[src/sqo_pkg.sv]
// subtract-one and quotient unit: shared constants, opcodes and types
// assumes one decoded opcode at a time from the core's instruction decoder
//
// Contract
// - subtract-one wraps 00h to ffh, nothing else
// - subtract-one never touches any status flag
// - four sources: acc, register, direct, indirect
// - port targets read output latch, not pins
// - acc form: opcode 14h, one machine cycle
// - register form: 00011rrr, one machine cycle
// - direct form: 15h plus address, one cycle
// - indirect form: 0001011i picks pointer, one cycle
// - quotient: acc/secondary, quotient acc, remainder secondary
// - nonzero divisor clears carry and overflow
// - zero divisor sets overflow, results undefined
// - quotient always clears carry
// - quotient opcode 84h, four machine cycles
package sqo_pkg;

  // timing in machine cycles, each of MC_CLKS_DEF core clocks by default
  localparam int unsigned MC_CLKS_DEF = 8;   // core clocks per machine cycle
  localparam int unsigned MC_DEC      = 1;   // subtract-one length
  localparam int unsigned MC_DIV      = 4;   // quotient length
  localparam int          CNT_W       = 8;   // width of the retire counter

  // opcodes and opcode families
  localparam logic [7:0] OPC_DEC_ACC = 8'h14;  // accumulator form
  localparam logic [7:0] OPC_DEC_DIR = 8'h15;  // direct form, address follows
  localparam logic [6:0] OPC_DEC_IND = 7'h0b;  // upper seven bits, low bit = pointer
  localparam logic [4:0] OPC_DEC_REG = 5'h03;  // upper five bits, low three = register
  localparam logic [7:0] OPC_DIV     = 8'h84;  // quotient form

  // data constants
  localparam int         DIV_W     = 8;      // operand width of the divider
  localparam logic [7:0] BYTE_ONE  = 8'h01;  // decrement step
  localparam logic [7:0] BYTE_ZERO = 8'h00;  // zero divisor / reset value
  localparam logic [2:0] BANK_PAD  = 3'h0;   // top bits of a working register address
  localparam logic [1:0] PTR_PAD   = 2'h0;   // pad between bank and pointer select

  // decoded operation kinds
  typedef enum logic [2:0] {
    OP_NONE,
    OP_DEC_ACC,
    OP_DEC_REG,
    OP_DEC_DIR,
    OP_DEC_IND,
    OP_DIV
  } sqo_op_t;

  // sequencer states of the top
  typedef enum logic [2:0] {
    ST_IDLE,
    ST_RD_WAIT,
    ST_RD_TAKE,
    ST_HOLD
  } sqo_state_t;

endpackage : sqo_pkg

[src/sqo_decode.sv]
// opcode classifier for the subtract-one and quotient groups
// assumes a same-clock opcode byte; purely combinational
`timescale 1ns/1ps
module sqo_decode (
  input  wire logic [7:0]      i_opcode,  // opcode byte from the decoder
  output sqo_pkg::sqo_op_t     o_op,      // operation kind, OP_NONE if foreign
  output logic [2:0]           o_sel      // register or pointer select bits
);
  import sqo_pkg::*;

  // map one opcode to its operation kind
  function automatic sqo_op_t classify(input logic [7:0] opc);
    sqo_op_t k;
    k = OP_NONE;                                            // anything else is not ours
    if (opc == OPC_DEC_ACC) k = OP_DEC_ACC;
    else if (opc == OPC_DEC_DIR) k = OP_DEC_DIR;
    else if (opc[7:1] == OPC_DEC_IND) k = OP_DEC_IND;
    else if (opc[7:3] == OPC_DEC_REG) k = OP_DEC_REG;
    else if (opc == OPC_DIV) k = OP_DIV;
    return k;
  endfunction : classify

  // classification and select field
  always_comb begin
    o_op  = classify(i_opcode);
    o_sel = i_opcode[2:0];  // rrr, or i in bit 0
  end

endmodule : sqo_decode

[src/sqo_div.sv]
// iterative restoring divider, one quotient bit per clock
// assumes start only while idle; operands held inside from start onward
`timescale 1ns/1ps
module sqo_div #(
  parameter int W = sqo_pkg::DIV_W  // operand width
) (
  input  wire logic         i_clk,       // core clock
  input  wire logic         i_rst,       // synchronous, active high
  input  wire logic         i_start,     // one-cycle start pulse
  input  wire logic [W-1:0] i_dividend,  // unsigned dividend
  input  wire logic [W-1:0] i_divisor,   // unsigned divisor, zero allowed
  output logic              o_busy,      // high while bits are produced
  output logic [W-1:0]      o_quot,      // quotient, valid once busy falls
  output logic [W-1:0]      o_rem        // remainder, valid once busy falls
);
  import sqo_pkg::*;

  localparam int SW = $clog2(W + 1);  // step counter width

  // whole state of the divider
  typedef struct packed {
    logic          busy;  // iterating
    logic [SW-1:0] step;  // bits done so far
    logic [W-1:0]  dvs;   // divisor copy
    logic [W-1:0]  rem;   // partial remainder
    logic [W-1:0]  quo;   // dividend shifting out, quotient shifting in
  } sqo_div_st_t;

  sqo_div_st_t s_q;  // registered state
  sqo_div_st_t s_d;  // next state
  logic [W:0]  trial;  // remainder with next dividend bit appended

  // one restoring step per clock; a zero divisor always subtracts, so
  // the result is all ones with the dividend as remainder, never x
  always_comb begin
    s_d   = s_q;
    trial = {s_q.rem, s_q.quo[W-1]};
    if (i_start) begin  // load operands
      s_d.busy = 1'b1;
      s_d.step = '0;
      s_d.dvs  = i_divisor;
      s_d.rem  = '0;
      s_d.quo  = i_dividend;
    end else if (s_q.busy) begin  // produce one bit
      if (trial >= {1'b0, s_q.dvs}) begin  // fits: subtract, bit is one
        s_d.rem = W'(trial - {1'b0, s_q.dvs});
        s_d.quo = {s_q.quo[W-2:0], 1'b1};
      end else begin  // does not fit: keep, bit is zero
        s_d.rem = trial[W-1:0];
        s_d.quo = {s_q.quo[W-2:0], 1'b0};
      end
      s_d.step = s_q.step + 1'b1;
      if (s_q.step == SW'(W - 1)) begin  // last bit
        s_d.busy = 1'b0;
      end
    end
  end

  // state register
  always_ff @(posedge i_clk) begin
    if (i_rst) begin
      s_q <= '0;
    end else begin
      s_q <= s_d;
    end
  end

  assign o_busy = s_q.busy;
  assign o_quot = s_q.quo;
  assign o_rem  = s_q.rem;

endmodule : sqo_div

[src/sqo_unit.sv]
// subtract-one and quotient execution unit of the core
// assumes a register/memory file on the same clock that returns read
// data one clock after a read strobe, and a decoder that presents one
// opcode per issue pulse together with its second byte
`timescale 1ns/1ps
module sqo_unit #(
  parameter int unsigned MC_CLKS = sqo_pkg::MC_CLKS_DEF  // clocks per machine cycle, >= 6
) (
  input  wire logic       I_MCLK,          // core clock, 200 MHz
  input  wire logic       I_RST,           // synchronous, active high
  input  wire logic       I_ISSUE,         // one-cycle instruction issue
  input  wire logic [7:0] I_OPCODE,        // opcode byte
  input  wire logic [7:0] I_OPERAND,       // second byte (direct address)
  input  wire logic [1:0] I_BANK,          // active working register bank
  input  wire logic [7:0] I_ACC,           // accumulator value at issue
  input  wire logic [7:0] I_B,             // secondary operand register at issue
  input  wire logic [7:0] I_MEM_RDATA,     // read data, one clock after read
  output logic            O_BUSY,          // instruction in flight
  output logic            O_DONE,          // one-cycle retire pulse
  output logic            O_REJECT,        // one-cycle refusal pulse
  output logic            O_MEM_RD,        // read strobe
  output logic [7:0]      O_MEM_ADDR,      // read/write address
  output logic            O_MEM_LATCH,     // ports answer from output latch
  output logic            O_MEM_INDIRECT,  // address is in indirect space
  output logic            O_MEM_WR,        // write strobe
  output logic [7:0]      O_MEM_WDATA,     // write data
  output logic            O_ACC_WR,        // accumulator write strobe
  output logic [7:0]      O_ACC_WDATA,     // accumulator write data
  output logic            O_B_WR,          // secondary register write strobe
  output logic [7:0]      O_B_WDATA,       // secondary register write data
  output logic            O_FLAG_WR,       // carry/overflow write strobe
  output logic            O_CY,            // carry value to write
  output logic            O_OV             // overflow_flag value to write
);
  import sqo_pkg::*;

  // retire points, counted in core clocks from the taking edge
  localparam logic [CNT_W-1:0] LIM_DEC = CNT_W'(MC_DEC * MC_CLKS);
  localparam logic [CNT_W-1:0] LIM_DIV = CNT_W'(MC_DIV * MC_CLKS);

  // whole state of the unit
  typedef struct packed {
    sqo_state_t       st;         // sequencer state
    sqo_op_t          op;         // operation in flight
    logic             ptr_phase;  // next read data is a pointer
    logic [CNT_W-1:0] cnt;        // clocks since the taking edge
    logic [CNT_W-1:0] lim;        // retire count for this operation
    logic [7:0]       opa;        // captured accumulator
    logic [7:0]       opb;        // captured secondary register
    logic             dvz;        // captured divisor was zero
    logic             div_go;     // divider start pulse
    logic             busy;       // drives O_BUSY
    logic             done;       // drives O_DONE
    logic             reject;     // drives O_REJECT
    logic             mem_rd;     // drives O_MEM_RD
    logic [7:0]       mem_addr;   // drives O_MEM_ADDR
    logic             mem_latch;  // drives O_MEM_LATCH
    logic             mem_ind;    // drives O_MEM_INDIRECT
    logic             mem_wr;     // drives O_MEM_WR
    logic [7:0]       mem_wdata;  // drives O_MEM_WDATA
    logic             acc_wr;     // drives O_ACC_WR
    logic [7:0]       acc_wdata;  // drives O_ACC_WDATA
    logic             b_wr;       // drives O_B_WR
    logic [7:0]       b_wdata;    // drives O_B_WDATA
    logic             flag_wr;    // drives O_FLAG_WR
    logic             cy;         // drives O_CY
    logic             ov;         // drives O_OV
  } sqo_unit_st_t;

  sqo_unit_st_t s_q;  // registered state
  sqo_unit_st_t s_d;  // next state

  sqo_op_t    dec_op;    // kind of the presented opcode
  logic [2:0] dec_sel;   // register or pointer select
  logic       div_busy;  // divider still iterating
  logic [7:0] div_quot;  // divider quotient
  logic [7:0] div_rem;   // divider remainder

  // opcode classification
  sqo_decode u_decode (
    .i_opcode (I_OPCODE),
    .o_op     (dec_op),
    .o_sel    (dec_sel)
  );

  // quotient datapath; eight clocks fit well inside four machine cycles
  sqo_div #(
    .W (DIV_W)
  ) u_div (
    .i_clk      (I_MCLK),
    .i_rst      (I_RST),
    .i_start    (s_q.div_go),
    .i_dividend (s_q.opa),
    .i_divisor  (s_q.opb),
    .o_busy     (div_busy),
    .o_quot     (div_quot),
    .o_rem      (div_rem)
  );

  // sequencer: take, fetch operand, write back, retire on the count
  always_comb begin
    s_d = s_q;
    // strobes last one clock
    s_d.div_go  = 1'b0;
    s_d.done    = 1'b0;
    s_d.reject  = 1'b0;
    s_d.mem_rd  = 1'b0;
    s_d.mem_wr  = 1'b0;
    s_d.acc_wr  = 1'b0;
    s_d.b_wr    = 1'b0;
    s_d.flag_wr = 1'b0;
    // machine-cycle clock count runs only while in flight
    if (s_q.busy) begin
      s_d.cnt = s_q.cnt + 1'b1;
    end
    // refuse an issue that arrives while another is in flight
    if (I_ISSUE && (s_q.st != ST_IDLE)) begin
      s_d.reject = 1'b1;
    end
    unique case (s_q.st)
      ST_IDLE: begin
        if (I_ISSUE) begin
          if (dec_op == OP_NONE) begin  // not an opcode of this unit
            s_d.reject = 1'b1;
          end else begin  // take it
            s_d.busy      = 1'b1;
            s_d.cnt       = {{(CNT_W-1){1'b0}}, 1'b1};
            s_d.op        = dec_op;
            s_d.st        = ST_HOLD;
            s_d.ptr_phase = 1'b0;
            s_d.opa       = I_ACC;
            s_d.opb       = I_B;
            s_d.dvz       = (I_B == BYTE_ZERO);
            s_d.lim       = (dec_op == OP_DIV) ? LIM_DIV : LIM_DEC;
            unique case (dec_op)
              OP_DEC_ACC: begin  // result waits for the retire edge
                s_d.acc_wdata = I_ACC - BYTE_ONE;
              end
              OP_DEC_REG: begin  // read the selected working register
                s_d.mem_rd    = 1'b1;
                s_d.mem_addr  = {BANK_PAD, I_BANK, dec_sel};
                s_d.mem_latch = 1'b1;
                s_d.mem_ind   = 1'b0;
                s_d.st        = ST_RD_WAIT;
              end
              OP_DEC_DIR: begin  // read the direct byte
                s_d.mem_rd    = 1'b1;
                s_d.mem_addr  = I_OPERAND;
                s_d.mem_latch = 1'b1;
                s_d.mem_ind   = 1'b0;
                s_d.st        = ST_RD_WAIT;
              end
              OP_DEC_IND: begin  // read the pointer register first
                s_d.mem_rd    = 1'b1;
                s_d.mem_addr  = {BANK_PAD, I_BANK, PTR_PAD, dec_sel[0]};
                s_d.mem_latch = 1'b1;
                s_d.mem_ind   = 1'b0;
                s_d.ptr_phase = 1'b1;
                s_d.st        = ST_RD_WAIT;
              end
              OP_DIV: begin  // divider loads captured operands next clock
                s_d.div_go = 1'b1;
              end
              OP_NONE: begin  // handled above
              end
            endcase
          end
        end
      end
      ST_RD_WAIT: begin  // file answers one clock after the strobe
        s_d.st = ST_RD_TAKE;
      end
      ST_RD_TAKE: begin
        if (s_q.ptr_phase) begin  // pointer arrived: read the target byte
          s_d.mem_rd    = 1'b1;
          s_d.mem_addr  = I_MEM_RDATA;
          s_d.mem_latch = 1'b1;
          s_d.mem_ind   = 1'b1;
          s_d.ptr_phase = 1'b0;
          s_d.st        = ST_RD_WAIT;
        end else begin  // operand arrived: write it back one lower
          s_d.mem_wr    = 1'b1;
          s_d.mem_wdata = I_MEM_RDATA - BYTE_ONE;
          s_d.st        = ST_HOLD;
        end
      end
      ST_HOLD: begin  // wait out the machine cycles, then retire
        if (s_q.cnt == s_q.lim) begin
          s_d.busy = 1'b0;
          s_d.done = 1'b1;
          s_d.st   = ST_IDLE;
          if (s_q.op == OP_DEC_ACC) begin
            s_d.acc_wr = 1'b1;
          end
          // subtract-one never raises the flag strobe, so every flag stays
          if (s_q.op == OP_DIV) begin
            s_d.acc_wr    = 1'b1;
            s_d.acc_wdata = div_quot;
            s_d.b_wr      = 1'b1;
            s_d.b_wdata   = div_rem;
            s_d.flag_wr   = 1'b1;
            s_d.cy        = 1'b0;
            s_d.ov        = s_q.dvz;
          end
        end
      end
    endcase
  end

  // state register; a zero divisor follows the same count, so the
  // instruction length never depends on the operands
  always_ff @(posedge I_MCLK) begin
    if (I_RST) begin
      s_q <= '0;
    end else begin
      s_q <= s_d;
    end
  end

  // outputs straight from the state register
  assign O_BUSY         = s_q.busy;
  assign O_DONE         = s_q.done;
  assign O_REJECT       = s_q.reject;
  assign O_MEM_RD       = s_q.mem_rd;
  assign O_MEM_ADDR     = s_q.mem_addr;
  assign O_MEM_LATCH    = s_q.mem_latch;
  assign O_MEM_INDIRECT = s_q.mem_ind;
  assign O_MEM_WR       = s_q.mem_wr;
  assign O_MEM_WDATA    = s_q.mem_wdata;
  assign O_ACC_WR       = s_q.acc_wr;
  assign O_ACC_WDATA    = s_q.acc_wdata;
  assign O_B_WR         = s_q.b_wr;
  assign O_B_WDATA      = s_q.b_wdata;
  assign O_FLAG_WR      = s_q.flag_wr;
  assign O_CY           = s_q.cy;
  assign O_OV           = s_q.ov;

  // divider busy is kept for visibility in waveforms only through div_quot
  // timing; the retire count already covers its eight clocks
  logic unused_div_busy;  // deliberately unread status
  assign unused_div_busy = div_busy;

endmodule : sqo_unit

[config.mk]
export PLATFORM = sky130hd
export DESIGN_NAME = sqo_unit
export DESIGN_NICKNAME = d
export VERILOG_FILES = /design/src/sqo_pkg.sv /design/src/sqo_decode.sv /design/src/sqo_div.sv /design/src/sqo_unit.sv
export SDC_FILE = /design/constraint.sdc
export NUM_CORES = 1
export LEC_CHECK = 0
export ABC_AREA = 0
export ABC_CLOCK_PERIOD_IN_PS = 5000
export BUFFER_PORTS_ARGS = -buffer_cell sky130_fd_sc_hd__buf_4
export CORE_ASPECT_RATIO = 0.9
export CORE_MARGIN = 2
export CORE_UTILIZATION = 35
export DETAILED_ROUTE_END_ITERATION = 12
export GPL_ROUTABILITY_DRIVEN = 0
export HOLD_SLACK_MARGIN = 0.12
export PLACE_DENSITY = 0.65
export RECOVER_POWER = 100
export SYNTH_ARGS = -nofsm -noshare
export SYNTH_HDL_FRONTEND = slang
export SYNTH_SLANG_ARGS = --single-unit
export TNS_END_PERCENT = 5
[constraint.sdc]
create_clock -name I_MCLK -period 5 [get_ports I_MCLK]
set_clock_uncertainty 0.2 [all_clocks]
set_input_delay 1.5 -clock I_MCLK [delete_from_list [all_inputs] [get_ports I_MCLK]]
set_output_delay 1.5 -clock I_MCLK [all_outputs]
set_load 0.01 [all_outputs]
## Word level (Yosys, flattened, before mapping)

Cells that the tools add are included.

- Add/sub/neg operators: 5
- $lt $le $gt $ge: 1
- Eq/ne operators: 24
- Multiplexer cells: 41
- Bitwise gates (word level): 7
- Reduce and logical (&&, ||, !) cells: 22

Operator list:

| cell | number |
|---|---|
| 42-bit 2-to-1 mux | 2 |
| 8-bit 2-to-1 mux | 6 |
| 34-bit 2-to-1 mux | 1 |
| 11-bit one-hot mux with 3 select lines | 1 |
| 11-bit 2-to-1 mux | 2 |
| 11-bit one-hot mux with 2 select lines | 1 |
| 21-bit 2-to-1 mux | 1 |
| 20-bit 2-to-1 mux | 1 |
| 3-bit 2-to-1 mux | 6 |
| 8-bit by 5-bit == test with 1-bit output, second input constant | 2 |
| 16-bit 2-to-1 mux | 1 |
| 8-bit one-hot mux with 2 select lines | 1 |
| 8-bit by 1-bit subtractor with 8-bit output, second input constant | 2 |
| 3-bit by 2-bit == test with 1-bit output, second input constant | 4 |
| 12-bit 2-to-1 mux | 1 |
| 3-bit one-hot mux with 4 select lines | 1 |
| 3-bit AND reduction | 4 |
| 5-bit 2-to-1 mux | 2 |
| 2-bit != test, second input constant | 5 |
| 3-bit by 1-bit == test with 1-bit output, second input constant | 3 |
| 3-bit == test, second input constant | 3 |
| 9-bit by 8-bit greater-or-equal comparator with 1-bit output | 1 |
| 9-bit 2-to-1 mux | 1 |
| 8-bit by 1-bit adder with 8-bit output, second input constant | 1 |
| 26 further kinds | 47 |

- Register bits: 113

## Longest topological paths before layout

Gate-level depths: netlist of run 1.

- Depth after elaboration: 12
- Mapped depth: 8

## Cells and area by module

A second synthesis of run 1 with hierarchy kept.

- Cell total of the unflattened synthesis: 648
- Area total of the unflattened synthesis: 5,585.4 µm²

By module, submodules not included:

| module | instances | cells an instance | area each (µm²) |
|---|---|---|---|
| sqo_unit | 1 | 439 | 3,797.4 |
| sqo_div | 1 | 196 | 1,681.6 |
| sqo_decode | 1 | 13 | 106.4 |

## Worst setup path after synthesis of run 1

OpenSTA, ideal clock, no wires.

- Kind: input -> register
- Start: in I_OPCODE[5]
- End: reg s_q, in the netlist O_ACC_WDATA[3]
- Data arrival time: 2.912 ns
- Path slack: 1.750 ns
- Stages on the path: 5
- Path through: or4b_4 -> o41ai_4 -> o21ai_0 -> nor2_1 -> a311oi_1

- Cells in the longest elaborated chain, start to end: 9
- Elaborated cells on any way between the ends: 15
- Those cells by class: 8 x eq/ne; 5 x mux; 2 x reduce/logical

Ends and longest elaborated chain:

| item | RTL line | text |
|---|---|---|
| start: declaration | sqo_unit.sv:12 | `input wire logic [7:0] I_OPCODE,` |
| 8-bit == test | sqo_decode.sv:19 | `else if (opc == OPC_DIV) k = OP_DIV;` |
| 3-bit 2-to-1 mux | sqo_decode.sv:19 |  |
| 3-bit 2-to-1 mux | sqo_decode.sv:18 | `else if (opc[7:3] == OPC_DEC_REG) k = OP_DEC_REG;` |
| 3-bit 2-to-1 mux | sqo_decode.sv:17 | `else if (opc[7:1] == OPC_DEC_IND) k = OP_DEC_IND;` |
| 3-bit 2-to-1 mux | sqo_decode.sv:16 | `else if (opc == OPC_DEC_DIR) k = OP_DEC_DIR;` |
| 3-bit 2-to-1 mux (*) | sqo_decode.sv:15 | `if (opc == OPC_DEC_ACC) k = OP_DEC_ACC;` |
| 3-bit by 1-bit == test with 1-bit output / 3-bit zero test (equally long branches) | sqo_unit.sv:135, sqo_unit.sv:123 |  |
| 2-bit by 1-bit != test with 1-bit output (no line) / 2-bit != test (equally long branches) | -- |  |
| 6-bit AND reduction (no line) (*) | -- |  |
| end signal: assignment | sqo_unit.sv:214 | `s_q <= '0;` |
| end signal: assignment | sqo_unit.sv:216 | `s_q <= s_d;` |
| end: declaration | sqo_unit.sv:70 | `sqo_unit_st_t s_q;` |

Mark *: on every way between the ends. The rest lies on a longest branch, timed or not.
A chain may end at the register's enable or synchronous reset.

## Worst setup path in the final report of run 1

- Start: in I_OPCODE[5]
- End: reg s_q, in the netlist O_ACC_WDATA[6]

The elaborated chain is that of the path after synthesis.

==> results of run 1 <==
state kept, by name, indices dropped and copies added, names as in the netlist, 8 cells and up:
name / count
O_ACC_WDATA: 8
O_B_WDATA: 8
O_MEM_ADDR: 8
O_MEM_WDATA: 8
s_q: 34
u_div.o_quot: 8
u_div.o_rem: 8
u_div.s_q: 12
per-stage QoR:
stage                     utilization, %  hold slack [ps]  cell area, sq um  worst slack (ps)  power (W)
after detailed placement           39.43            245.9              5802              1278  0.0009869
after floorplan                        -            225.1              5253              1750  0.0009320
after global placement             39.43            242.2              5802              1341  0.0009865
after global routing               40.42            268.6              5947             850.7   0.001778
final                              40.42            251.4              5947              1086   0.001723
after CTS                          41.60            255.7              6121              1649   0.001744
per-layer routing:
metal  GRT usage, %  part of all wire (%)  vias up
li1               -                     -     2248
met1          23.77                    52     2013
met2          21.63                    41       93
met3          3.354                   4.9       11
met4          6.383                   1.4        0
met5              0                     0        -
worst min-delay path, cell delays in order (launching register included):
cell and delay (ps):
dfxtp_1 310, nand2_1 50, a21oi_1 50
worst max-delay path by stage:
stage                start             end  slack [ps]  cells past startpoint
2_1_floorplan  I_OPCODE[5]  O_ACC_WDATA[3]        1750                      5
3_3_place_gp   I_OPCODE[4]         s_q[72]        1340                      6
3_5_place_dp   I_OPCODE[4]         s_q[74]        1280                      6
4_1_cts        I_OPCODE[4]         s_q[76]        1650                      6
5_1_grt        I_OPCODE[5]         s_q[75]         850                      6
6_report       I_OPCODE[5]  O_ACC_WDATA[6]        1090                      6
power by group:
group / switching [W] / internal (W)
clock network: 0.000321 / 0.000439
logic: 0.0000666 / 0.0000484
registers: 0.00000562 / 0.000843
logic make-up after synthesis:
family | Yosys count
and+or+nand+nor | 243
AOI/OAI and AO/OA | 140
DFF | 105
buffers and inverters | 87
xor gates and xnor gates | 25
muxes | 22
adders and majority gates | 14
other | 1
layout by cell type (no fill, tap or decap), drive strengths merged, types with 4 or more instances in the layout:
| cell type | count |
|---|---|
| a211oi | 11 |
| a311oi | 6 |
| clkbuf | 54 |
| xnor2 | 16 |
| or4 | 4 |
| nor4 | 6 |
| xor2 | 9 |
| a31oi | 5 |
| nor3 | 15 |
| nand2 | 90 |
| ha | 13 |
| mux2i | 22 |
| and3b | 4 |
| nand4 | 5 |
| nor2b | 7 |
| or2 | 4 |
| buf | 46 |
| nor3b | 5 |
| inv | 21 |
| o21a | 5 |
| nand3 | 8 |
| a221oi | 4 |
| dfxtp | 105 |
| nand3b | 4 |
| o22ai | 4 |
| nand2b | 6 |
| a21oi | 60 |
| o21ai | 16 |
| nor2 | 72 |
final cells by class:
| type | count | area (sq um) | share of cell area (%) |
|---|---|---|---|
| clock buffers | 9 | 225.2 | 3.787 |
| clock inverters | 7 | 93.84 | 1.578 |
| inverters | 20 | 75.07 | 1.262 |
| multi-input cells | 445 | 2688 | 45.19 |
| flip-flops and latches | 105 | 2102 | 35.35 |
| well taps | 198 | 247.7 | 4.166 |
| repair buffers | 91 | 515.5 | 8.668 |
==> results by group, run 1 <==
Yosys
  – Most instantiated cells after synthesis: dfxtp_1 (105), nand2_1 (90), nor2_1 (72)
  – Area contributors post-synth: dfxtp_1 (40%), nand2_1 (6.4%), a21oi_1 (5.7%)
  – Multiplexer area fraction after synthesis: 4.192%
  – Syn Inst Count: 637
  – Compound-Gate Fraction of Synth Area: 17.51%
  – Predominant post-synthesis flop cell: dfxtp_1
  – Seq/Total Area, Yosys: 40.02%
  – Post-Syn Area: 0.005253 sq mm
  – Most frequent cell after synthesis: dfxtp_1
  – Asr flop ratio synth: 0%
  – Post-Synth XOR/XNOR Area: 4.169%
  – Simple-gate area share of the yosys netlist: 21.87%
  – Adder-Cell Fraction of Synth Area: 3.478%
  – Main combinational cell family by area after synthesis: simple AND/OR/NAND/NOR gates
  – Mapped Nets: 696
  – Synthesis Warnings: 0
  – Yosys cell types: 61
  – Top-area cell type share of the netlist area: 40.02%
  – Synth Register Bits: 105
  – Post-synth EDFFs: 0
  – Syn_area_per_cell: 8.246 sq um
  – Area leader, netlist: dfxtp_1

Floorplan
  – Num ports: 89
  – DIE WIDTH: 133.1 um
  – Chip height: 120.2 um
  – Core footprint: 0.01471 sq mm
  – Row count: 42
  – Die area: 0.01600 sq mm
  – Starting density of the core: 35.70%

STA
  – Final TNS setup: 0 ps
  – Worst Max-Slew Pin Slew: 1768 ps
  – Final setup viols: 0
  – Minimum clock period: 3914 ps
  – Final Hold Fails: 0
  – Max Clock Freq: 0.2555 GHz
  – Rel. slew slack: -17.84%
  – RSZ-0062 raised after global routing: false
  – Pins Over Slew Limit: 86
  – Tcrit/Tclk final: 78.29%

Run
  – Max-cap violations: 1

Route
  – DRC: 0
  – DRT antenna net count: 0
  – Via Count: 4365
  – DR WL/cell: 14.47 um
  – Drt pass-1 iters: 4
  – DR vias/cell: 4.989
  – Initial drt markers: 397
  – Routed WL: 12660 um

Finish
  – Layout area overhead: 13.22%
  – Fillers: 1518
  – Share of layout cells above drive strength 1: 10.34%
  – Non-filler cells, final: 875
  – Ant. Diodes: 0
  – Fin nets: 731

Placed design
  – I/O Buffers: 87
  – Post-DP HPWL: 9017 um
  – # placed instances: 859

GRT
  – Vias in the first global route: 3862
  – Largest net degree at the start of global routing: 86
  – Tot GR Track Use: 15.78%
  – Global-route wire length before repair: 20060 um
  – Grt total ovfl: 0
  – Initial antenna violation count: 0

Clocking
  – CTS buffer count: 9
  – H-Tree Depth: 3
  – CTS tree: yes
  – Root buffer cell: clkbuf_16
  – Longest Clk Path Bufs: 2
  – Clock sinks: 105
  – Clk slew on worst S/H paths: 70 ps
  – Post-CTS resize count: 0
  – CTS hold repair buffers: 0
  – Skew-Pair Late Insertion Delay: 350 ps
  – Setup bufs post-CTS: 0

Setup path
  – Startpoint types: input port
  – Worst path slowest cell: o21ai_0
  – Crit. End Element: flip-flop
  – Worst r2r dst: s_q[74]
  – R2R setup slack: 2250 ps
  – Setup CP Type: input port to flip-flop
  – Worst reg2reg startpoint: s_q[83]
  – Slowest cell delay on critical path: 900 ps
  – Largest delay contributor family on the critical path: compound AO/OA/AOI/OAI gates
  – Worst Reg-to-Reg Cells: 5
  – Crit-path max FO: 8
  – WP buf/inv: 1
  – Worst EP arrival: 3950 ps
  – Critical path required time: 5040 ps
  – Worst path cell trace: clkbuf_1 -> nor4b_1 -> a31oi_1 -> o21ai_0 -> a21oi_1 -> a311oi_1

Hold path
  – Worst Hold Depth: 2
  – Hold Path End: O_B_WDATA[4]
  – Hold Crit Start: O_B_WDATA[4]
  – HP Class: flip-flop to flip-flop

Status
  – Run status: finished with violations
  – Failing checks: max-capacitance violations, max-slew violations

Power
  – PwrDens: 289.7 mW/mm^2
  – Leakage Power: 2.149 nW
  – Peak supply drop: 0.0001463 V
(Power assumes the default switching activity.)
==> run 2, diff against run 1 <==
--- a/config.mk
+++ b/config.mk
@@ -6,7 +6,7 @@
 export NUM_CORES = 1
 export LEC_CHECK = 0
 export ABC_AREA = 0
-export ABC_CLOCK_PERIOD_IN_PS = 5000
+export ABC_CLOCK_PERIOD_IN_PS = 3370
 export BUFFER_PORTS_ARGS = -buffer_cell sky130_fd_sc_hd__buf_4
 export CORE_ASPECT_RATIO = 0.9
 export CORE_MARGIN = 2
@@ -14,7 +14,7 @@
 export DETAILED_ROUTE_END_ITERATION = 12
 export GPL_ROUTABILITY_DRIVEN = 0
 export HOLD_SLACK_MARGIN = 0.12
-export PLACE_DENSITY = 0.65
+export PLACE_DENSITY = 0.67
 export RECOVER_POWER = 100
 export SYNTH_ARGS = -nofsm -noshare
 export SYNTH_HDL_FRONTEND = slang
==> constraint.sdc (replaced) <==
create_clock -name I_MCLK -period 3.37 [get_ports I_MCLK]
set_clock_uncertainty 0.2 [all_clocks]
set_input_delay 1.011 -clock I_MCLK [delete_from_list [all_inputs] [get_ports I_MCLK]]
set_output_delay 1.011 -clock I_MCLK [all_outputs]
set_load 0.01 [all_outputs]
==> run 2 against run 1 <==
  * The flow now finishes without violations
  * Die area stayed put
  * Wire length is 0.32% lower
  * Sequential share of layout area is 0.082 points lower
  * Register-to-register slack worse by 1600 ps
  * Clock power is 38% higher
  * Critical path depth is 1 higher
  * Highest routed layer unchanged
==> results by group, run 2 (synthesis gave the netlist of run 1 again) <==
Finish
  – Final Cell Area: 0.005961 sq mm (+0.23%)
  – Final Util: 40.51% (+0.094 points)
  – Top flop regs: s_q (34), u_div.s_q (12)
  – Share of layout cells above drive strength 1: 10.53% (+0.19 points)
  – Layout area overhead: 13.48%
  – Fillers: 1562 (+2.9%)
  – Commonest non-fill, non-tap cell in the layout: dfxtp_1
  – Max reg flops: 34 (unchanged)
  – Ant. Diodes: 0 (unchanged)
  – Fin nets: 738 (+0.96%)
  – Most frequent cells in the layout: dfxtp_1 (105), nand2_1 (90), nor2_1 (72)
  – Register with the most flip-flops: s_q

Power
  – Clock share of power: 42.4% (-1.7 points)
  – Comb power frac: 6.9% (+0.2 points)
  – PwrDens: 417.2 mW/mm^2 (+44%)
  – Switch Pwr: 0.0005688 W (+45%)
  – Int Power: 0.001918 W (+44%)
  – Peak supply drop: 0.0002711 V (+85%)
  – Sw Ratio: 22.88% (+0.082 points)
  – Reg power frac: 50.7% (+1.4 points)
  – Leakage Power: 2.158 nW (+0.42%)

GRT
  – Grt total ovfl: 0 (unchanged)
  – Vias in the first global route: 3916 (+1.4%)
  – Initial antenna violation count: 0 (unchanged)
  – Tot GR Track Use: 15.70% (-0.077 points)
  – GRT met3 Usage: 4.780% (+1.4 points)
  – Global-route wire length before repair: 20080 um (+0.10%)
  – Met2 GRT Util: 21.11% (-0.52 points)
  – GR Util met1: 23.83% (+0.056 points)
  – Largest net degree at the start of global routing: 37 (-57%)
  – Busiest layer in global routing: met1

Clocking
  – Root buffer cell: clkbuf_16
  – Post-CTS resize count: 0 (unchanged)
  – Clk slew on worst S/H paths: 60 ps (about the same)
  – Longest Clk Path Bufs: 2 (unchanged)
  – CTS hold repair buffers: 0 (unchanged)
  – CTS buffer count: 9 (unchanged)
  – Clock sinks: 105 (unchanged)
  – Setup bufs post-CTS: 0 (unchanged)
  – Skew-Pair Late Insertion Delay: 350 ps (about the same)
  – CTS tree: yes
  – H-Tree Depth: 3 (unchanged)

STA
  – Tcrit/Tclk final: 84.92%
  – Minimum clock period: 2862 ps
  – Final Hold Fails: 0 (unchanged)
  – Worst Max-Slew Pin Slew: 1161 ps (-606.6 ps)
  – Rel. slew slack: 22.60% (+40 points)
  – Final setup viols: 0 (unchanged)
  – Pins Over Slew Limit: 0 (-100%)
  – Max Clock Freq: 0.3495 GHz
  – Final TNS setup: 0 ps (unchanged)
  – RSZ-0062 raised after global routing: false

Setup path
  – Critical path required time: 3440 ps (-1600 ps)
  – Crit. End Element: flip-flop
  – Setup CP Type: input port to flip-flop
  – Startpoint types: input port
  – Crit-path max FO: 23 (+15)
  – Worst EP arrival: 2930 ps (-1020 ps)

Floorplan
  – Starting density of the core: 35.70% (unchanged)
  – Num ports: 89 (unchanged)
  – Chip height: 120.2 um (unchanged)
  – Core footprint: 0.01471 sq mm (unchanged)
  – Row count: 42 (unchanged)
  – DIE WIDTH: 133.1 um (unchanged)
  – Die area: 0.01600 sq mm (unchanged)

Route
  – Initial drt markers: 320 (-19%)
  – Via Count: 4361 (-0.092%)
  – DR WL/cell: 14.31 um (-1.1%)
  – Routed WL: 12620 um (-0.32%)
  – Drt pass-1 iters: 5 (+1)
  – DRC: 0 (unchanged)
  – DR vias/cell: 4.944 (-0.88%)
  – DRT antenna net count: 0 (unchanged)

Placed design
  – Area of placed instances: 0.005854 sq mm (+0.91%)
  – Post-DP HPWL: 9290 um (+3.0%)
  – I/O Buffers: 87 (unchanged)

Run
  – Max-cap violations: 0 (-1)

Hold path
  – HP Class: flip-flop to flip-flop

Status
  – Run status: finished, final reports clean
==> run 2: layer usage <==
layer / share of wire, % / vias up
met5: 0 / -
li1: - / 2268
met3: 6.4 / 12
met2: 40 / 95
met1: 52 / 1986
met4: 1.4 / 0
==> run 2: per-stage QoR <==
stage | total power, W | hold slack, ps | setup slack (ps) | instances
after floorplan | 0.001383 | 225.1 | 609.2 | 637
after global placement | 0.001468 | 239.7 | 234.1 | 866
after detailed placement | 0.001468 | 245.5 | 235.0 | 866
after CTS | 0.002526 | 255.1 | 608.7 | 882
after global routing | 0.002583 | 274.4 | 256.3 | 882
final | 0.002487 | 249.7 | 508.4 | 882
==> run 2: area by class of cell <==
type,count,area [sq um],share of cell area (%)
Tap cell,198,247.7,4.156
Clock inverter,5,55.05,0.9236
Clock buffer,11,242.7,4.072
Sequential cell,105,2102,35.26
Multi-Input combinational cell,445,2690,45.13
Timing Repair Buffer,98,548.0,9.194
Inverter,20,75.07,1.259
==> run 2: critical path, stage by stage <==
cell	delay [ps]
clkbuf_1	440
nor4_1	130
a31oi_1	450
or2_0	200
clkbuf_2	430
nand2_1	110
a21oi_1	150
==> run 2: power by group through the flow <==
stage | Combinational [W] | Sequential [W] | Clock, W
6_report | 0.000173 | 0.00126 | 0.00105
5_1_grt | 0.000190 | 0.00126 | 0.00113
3_3_place_gp | 0.000180 | 0.00129 | 0
2_1_floorplan | 0.0000975 | 0.00129 | 0
3_5_place_dp | 0.000180 | 0.00129 | 0
4_1_cts | 0.000181 | 0.00126 | 0.00109
==> run 2: worst paths after layout <==
kind / cells after the start / slack (ps) / from / end
worst max-delay path: 7 / 510 / I_OPCODE[1] / s_q[53]
worst min-delay path: 2 / 250 / O_B_WDATA[7] / O_B_WDATA[7]
worst max register to register: 6 / 630 / u_div.o_rem[1] / u_div.o_rem[6]
worst min register to register: 2 / 250 / O_B_WDATA[7] / O_B_WDATA[7]
==> run 3, diff against run 2 <==
--- a/config.mk
+++ b/config.mk
@@ -5,8 +5,8 @@
 export SDC_FILE = /design/constraint.sdc
 export NUM_CORES = 1
 export LEC_CHECK = 0
-export ABC_AREA = 0
-export ABC_CLOCK_PERIOD_IN_PS = 3370
+export ABC_AREA = 1
+export ABC_CLOCK_PERIOD_IN_PS = 2600
 export BUFFER_PORTS_ARGS = -buffer_cell sky130_fd_sc_hd__buf_4
 export CORE_ASPECT_RATIO = 0.9
 export CORE_MARGIN = 2
==> constraint.sdc (replaced) <==
create_clock -name I_MCLK -period 2.6 [get_ports I_MCLK]
set_clock_uncertainty 0.2 [all_clocks]
set_input_delay 0.78 -clock I_MCLK [delete_from_list [all_inputs] [get_ports I_MCLK]]
set_output_delay 0.78 -clock I_MCLK [all_outputs]
set_load 0.01 [all_outputs]
==> run 3 against run 2 <==
  * Design area grew 3.9%
  * Non-clock buffer count shrank 4
  * Wire length grew 0.43%
  * Critical path depth grew 4
  * Sequential share of layout area shrank 1.3 points
==> results by group, run 3 <==
Status
  – Run status: finished, final reports clean

Route
  – DR WL/cell: 12.09 um (-15%)
  – Met1 wire length: 6192 um (-6.0%)
  – DRC: 0 (unchanged)
  – Met3 WL post-DR: 713 um (-12%)
  – Routed WL: 12680 um (+0.43%)
  – DR vias/cell: 4.686 (-5.2%)
  – Via Count: 4911 (+13%)
  – DRT antenna net count: 0 (unchanged)
  – Routed wl met2: 5638 um (+12%)
  – Highest Signal Layer: met4
  – Drt pass-1 iters: 5 (unchanged)
  – Initial drt markers: 285 (-11%)

Finish
  – Share of layout cells above drive strength 1: 10.28% (-0.24 points)
  – Final Cell Area: 0.006196 sq mm (+3.9%)
  – Non-filler cells, final: 1048 (+19%)
  – Ant. Diodes: 0 (unchanged)
  – Register with the most flip-flops: s_q
  – Commonest non-fill, non-tap cell in the layout: nand2_1
  – Top flop regs: s_q (34), u_div.s_q (12)
  – Most frequent cells in the layout: nand2_1 (137), nor2_1 (111), dfxtp_1 (105), inv_1 (105)
  – Max reg flops: 34 (unchanged)
  – Layout area overhead: 11.16%
  – Fin nets: 900 (+22%)

Setup path
  – Crit. End Element: flip-flop
  – Levels on crit path: 11 (+4)
  – WP buf/inv: 4 (+2)
  – Worst Reg-to-Reg Cells: 10 (+4)
  – R2R setup slack: 460 ps (-170 ps)
  – Worst path slowest cell: inv_1
  – Worst path cell trace: clkbuf_4 -> inv_1 -> nand2_1 -> nor2_1 -> nand2_2 -> nand4_1 -> nand2_1 -> inv_1 -> buf_4 -> nor2_1 -> nor2_1
  – Slowest cell delay on critical path: 320 ps (-130 ps)
  – Largest delay contributor family on the critical path: simple AND/OR/NAND/NOR gates
  – Critical path required time: 2700 ps (-740 ps)
  – Crit path to: s_q[60]
  – CP most frequent cell: nor2_1
  – Crit-path max FO: 11 (-52%)
  – Worst EP arrival: 2290 ps (-640 ps)
  – Setup CP Type: input port to flip-flop
  – Worst r2r dst: u_div.o_rem[3]
  – Critical Path Start: I_OPCODE[5]
  – Worst reg2reg startpoint: u_div.o_rem[3]
  – Startpoint types: input port

Yosys
  – Synthesis Warnings: 0 (unchanged)
  – Syn Inst Count: 796 (+25%)
  – Area contributors post-synth: dfxtp_1 (38%), nand2_1 (9.0%), nor2_1 (7.4%)
  – Predominant post-synthesis flop cell: dfxtp_1
  – Syn_area_per_cell: 7.003 sq um (-15%)
  – Post-synth EDFFs: 0 (unchanged)
  – Post-Syn Area: 0.005574 sq mm (+6.1%)
  – Synth Register Bits: 105 (unchanged)
  – Asr flop ratio synth: 0% (unchanged)
  – Mapped Nets: 855 (+23%)
  – Top-area cell type share of the netlist area: 37.71% (-2.3 points)
  – Most frequent cell after synthesis: nand2_1
  – Seq/Total Area, Yosys: 37.71% (-2.3 points)
  – Yosys cell types: 45 (-26%)
  – Most instantiated cells after synthesis: nand2_1 (133), nor2_1 (110), dfxtp_1 (105)
  – Area leader, netlist: dfxtp_1

STA
  – Final TNS setup: 0 ps (unchanged)
  – Rel. slew slack: 44.41% (+22 points)
  – Pins Over Slew Limit: 0 (unchanged)
  – Minimum clock period: 2189 ps
  – RSZ-0062 raised after global routing: false
  – Final setup viols: 0 (unchanged)
  – Tcrit/Tclk final: 84.21%
  – Max Clock Freq: 0.4567 GHz
  – Final Hold Fails: 0 (unchanged)
  – Worst Max-Slew Pin Slew: 830.8 ps (-330.3 ps)

Power
  – Peak supply drop: 0.0003045 V (+12%)
  – PwrDens: 518.3 mW/mm^2 (+24%)
  – Leakage Power: 2.644 nW (+23%)

Clocking
  – Skew-Pair Late Insertion Delay: 360 ps (about the same)
  – CTS buffer count: 9 (unchanged)
  – H-Tree Depth: 3 (unchanged)
  – CTS hold repair buffers: 0 (unchanged)
  – Post-CTS resize count: 0 (unchanged)
  – Longest Clk Path Bufs: 2 (unchanged)
  – Clk slew on worst S/H paths: 70 ps (about the same)
  – Root buffer cell: clkbuf_16
  – CTS tree: yes
  – Setup bufs post-CTS: 0 (unchanged)
  – Clock sinks: 105 (unchanged)

Floorplan
  – Row count: 43 (+2.4%)
  – Die area: 0.01695 sq mm (+5.9%)
  – Num ports: 89 (unchanged)
  – Chip height: 123.7 um (+2.9%)
  – DIE WIDTH: 137.0 um (+2.9%)
  – Core footprint: 0.01549 sq mm (+5.3%)
  – Starting density of the core: 35.97% (+0.28 points)

Run
  – Max-cap violations: 0 (unchanged)

GRT
  – Initial antenna violation count: 0 (unchanged)
  – Grt total ovfl: 0 (unchanged)
  – Global-route wire length before repair: 21140 um (+5.3%)
  – Vias in the first global route: 4351 (+11%)
  – Tot GR Track Use: 15.67% (-0.030 points)
  – Largest net degree at the start of global routing: 40 (+8.1%)

Placed design
  – # placed instances: 1032 (+19%)
  – Area of placed instances: 0.006110 sq mm (+4.4%)
  – Post-DP HPWL: 9642 um (+3.8%)
  – I/O Buffers: 87 (unchanged)

Hold path
  – Worst Hold Depth: 1 (-1)
  – HP Class: flip-flop to flip-flop
## run 3: cell types whose count changed after synthesis, moves of 8 or more
cell / delta
inv_1: +83
nand2_1: +43
a211oi_1: -9
o21ai_1: +12
xnor2_1: -14
o21ai_0: +35
mux2i_1: -22
nor2_1: +38
nand3_1: +51
clkbuf_1: -19
inv_2: +8
## run 3: area by class of cell
type | instances | area, sq um
clock buffer | 9 | 225.2
clock inverter | 7 | 61.31
fill | 1682 | 9299
timing repair buffer | 94 | 530.5
inverter | 113 | 430.4
multi-input combinational | 518 | 2594
tap | 202 | 252.7
sequential | 105 | 2102
## run 3: how the worst min path moves through the flow
| stage | start | end | slack (ps) |
|---|---|---|---|
| 6_report | s_q[80] | O_ACC_WR | 240 |
| 2_1_floorplan | s_q[80] | O_ACC_WR | 200 |
| 3_3_place_gp | s_q[80] | O_ACC_WR | 220 |
| 5_1_grt | s_q[80] | O_ACC_WR | 250 |
| 4_1_cts | s_q[80] | O_ACC_WR | 240 |
| 3_5_place_dp | s_q[80] | O_ACC_WR | 230 |
## run 3: through the flow
stage                     setup WS (ps)  utilization [%]  hold WS [ps]  total power, W
after floorplan                   551.0                -         200.1        0.001833
after detailed placement          228.6            39.43         226.9        0.001938
after CTS                         535.5            41.28         237.0        0.003260
after global placement            235.6            39.43         223.9        0.001938
final                             410.6            39.99         235.3        0.003212
after global routing              170.1            39.99         250.5        0.003362
## run 3: report_power, final
part,internal [W],switching (W),total (W)
clock,0.000669,0.000656,0.00132
sequential,0.00163,0.0000117,0.00164
combinational,0.0000978,0.000152,0.000250
total,0.00239,0.000820,0.00321
## run 3: cells by family after synthesis
group                      Yosys count  synth area share, %
adders and majority gates           14                3.277
other                                1              0.06728
DFF                                105                37.71
and+or+nand+nor                    352                28.26
buffers and inverters              173                15.33
AOI/OAI and AO/OA                  143                14.10
xor gates and xnor gates             8                1.257
## run 3: layer usage
metal / vias up / track usage (%)
li1: 2614 / -
met1: 2174 / 21.79
met2: 113 / 23.88
met3: 10 / 4.233
met4: 0 / 4.381
met5: - / 0
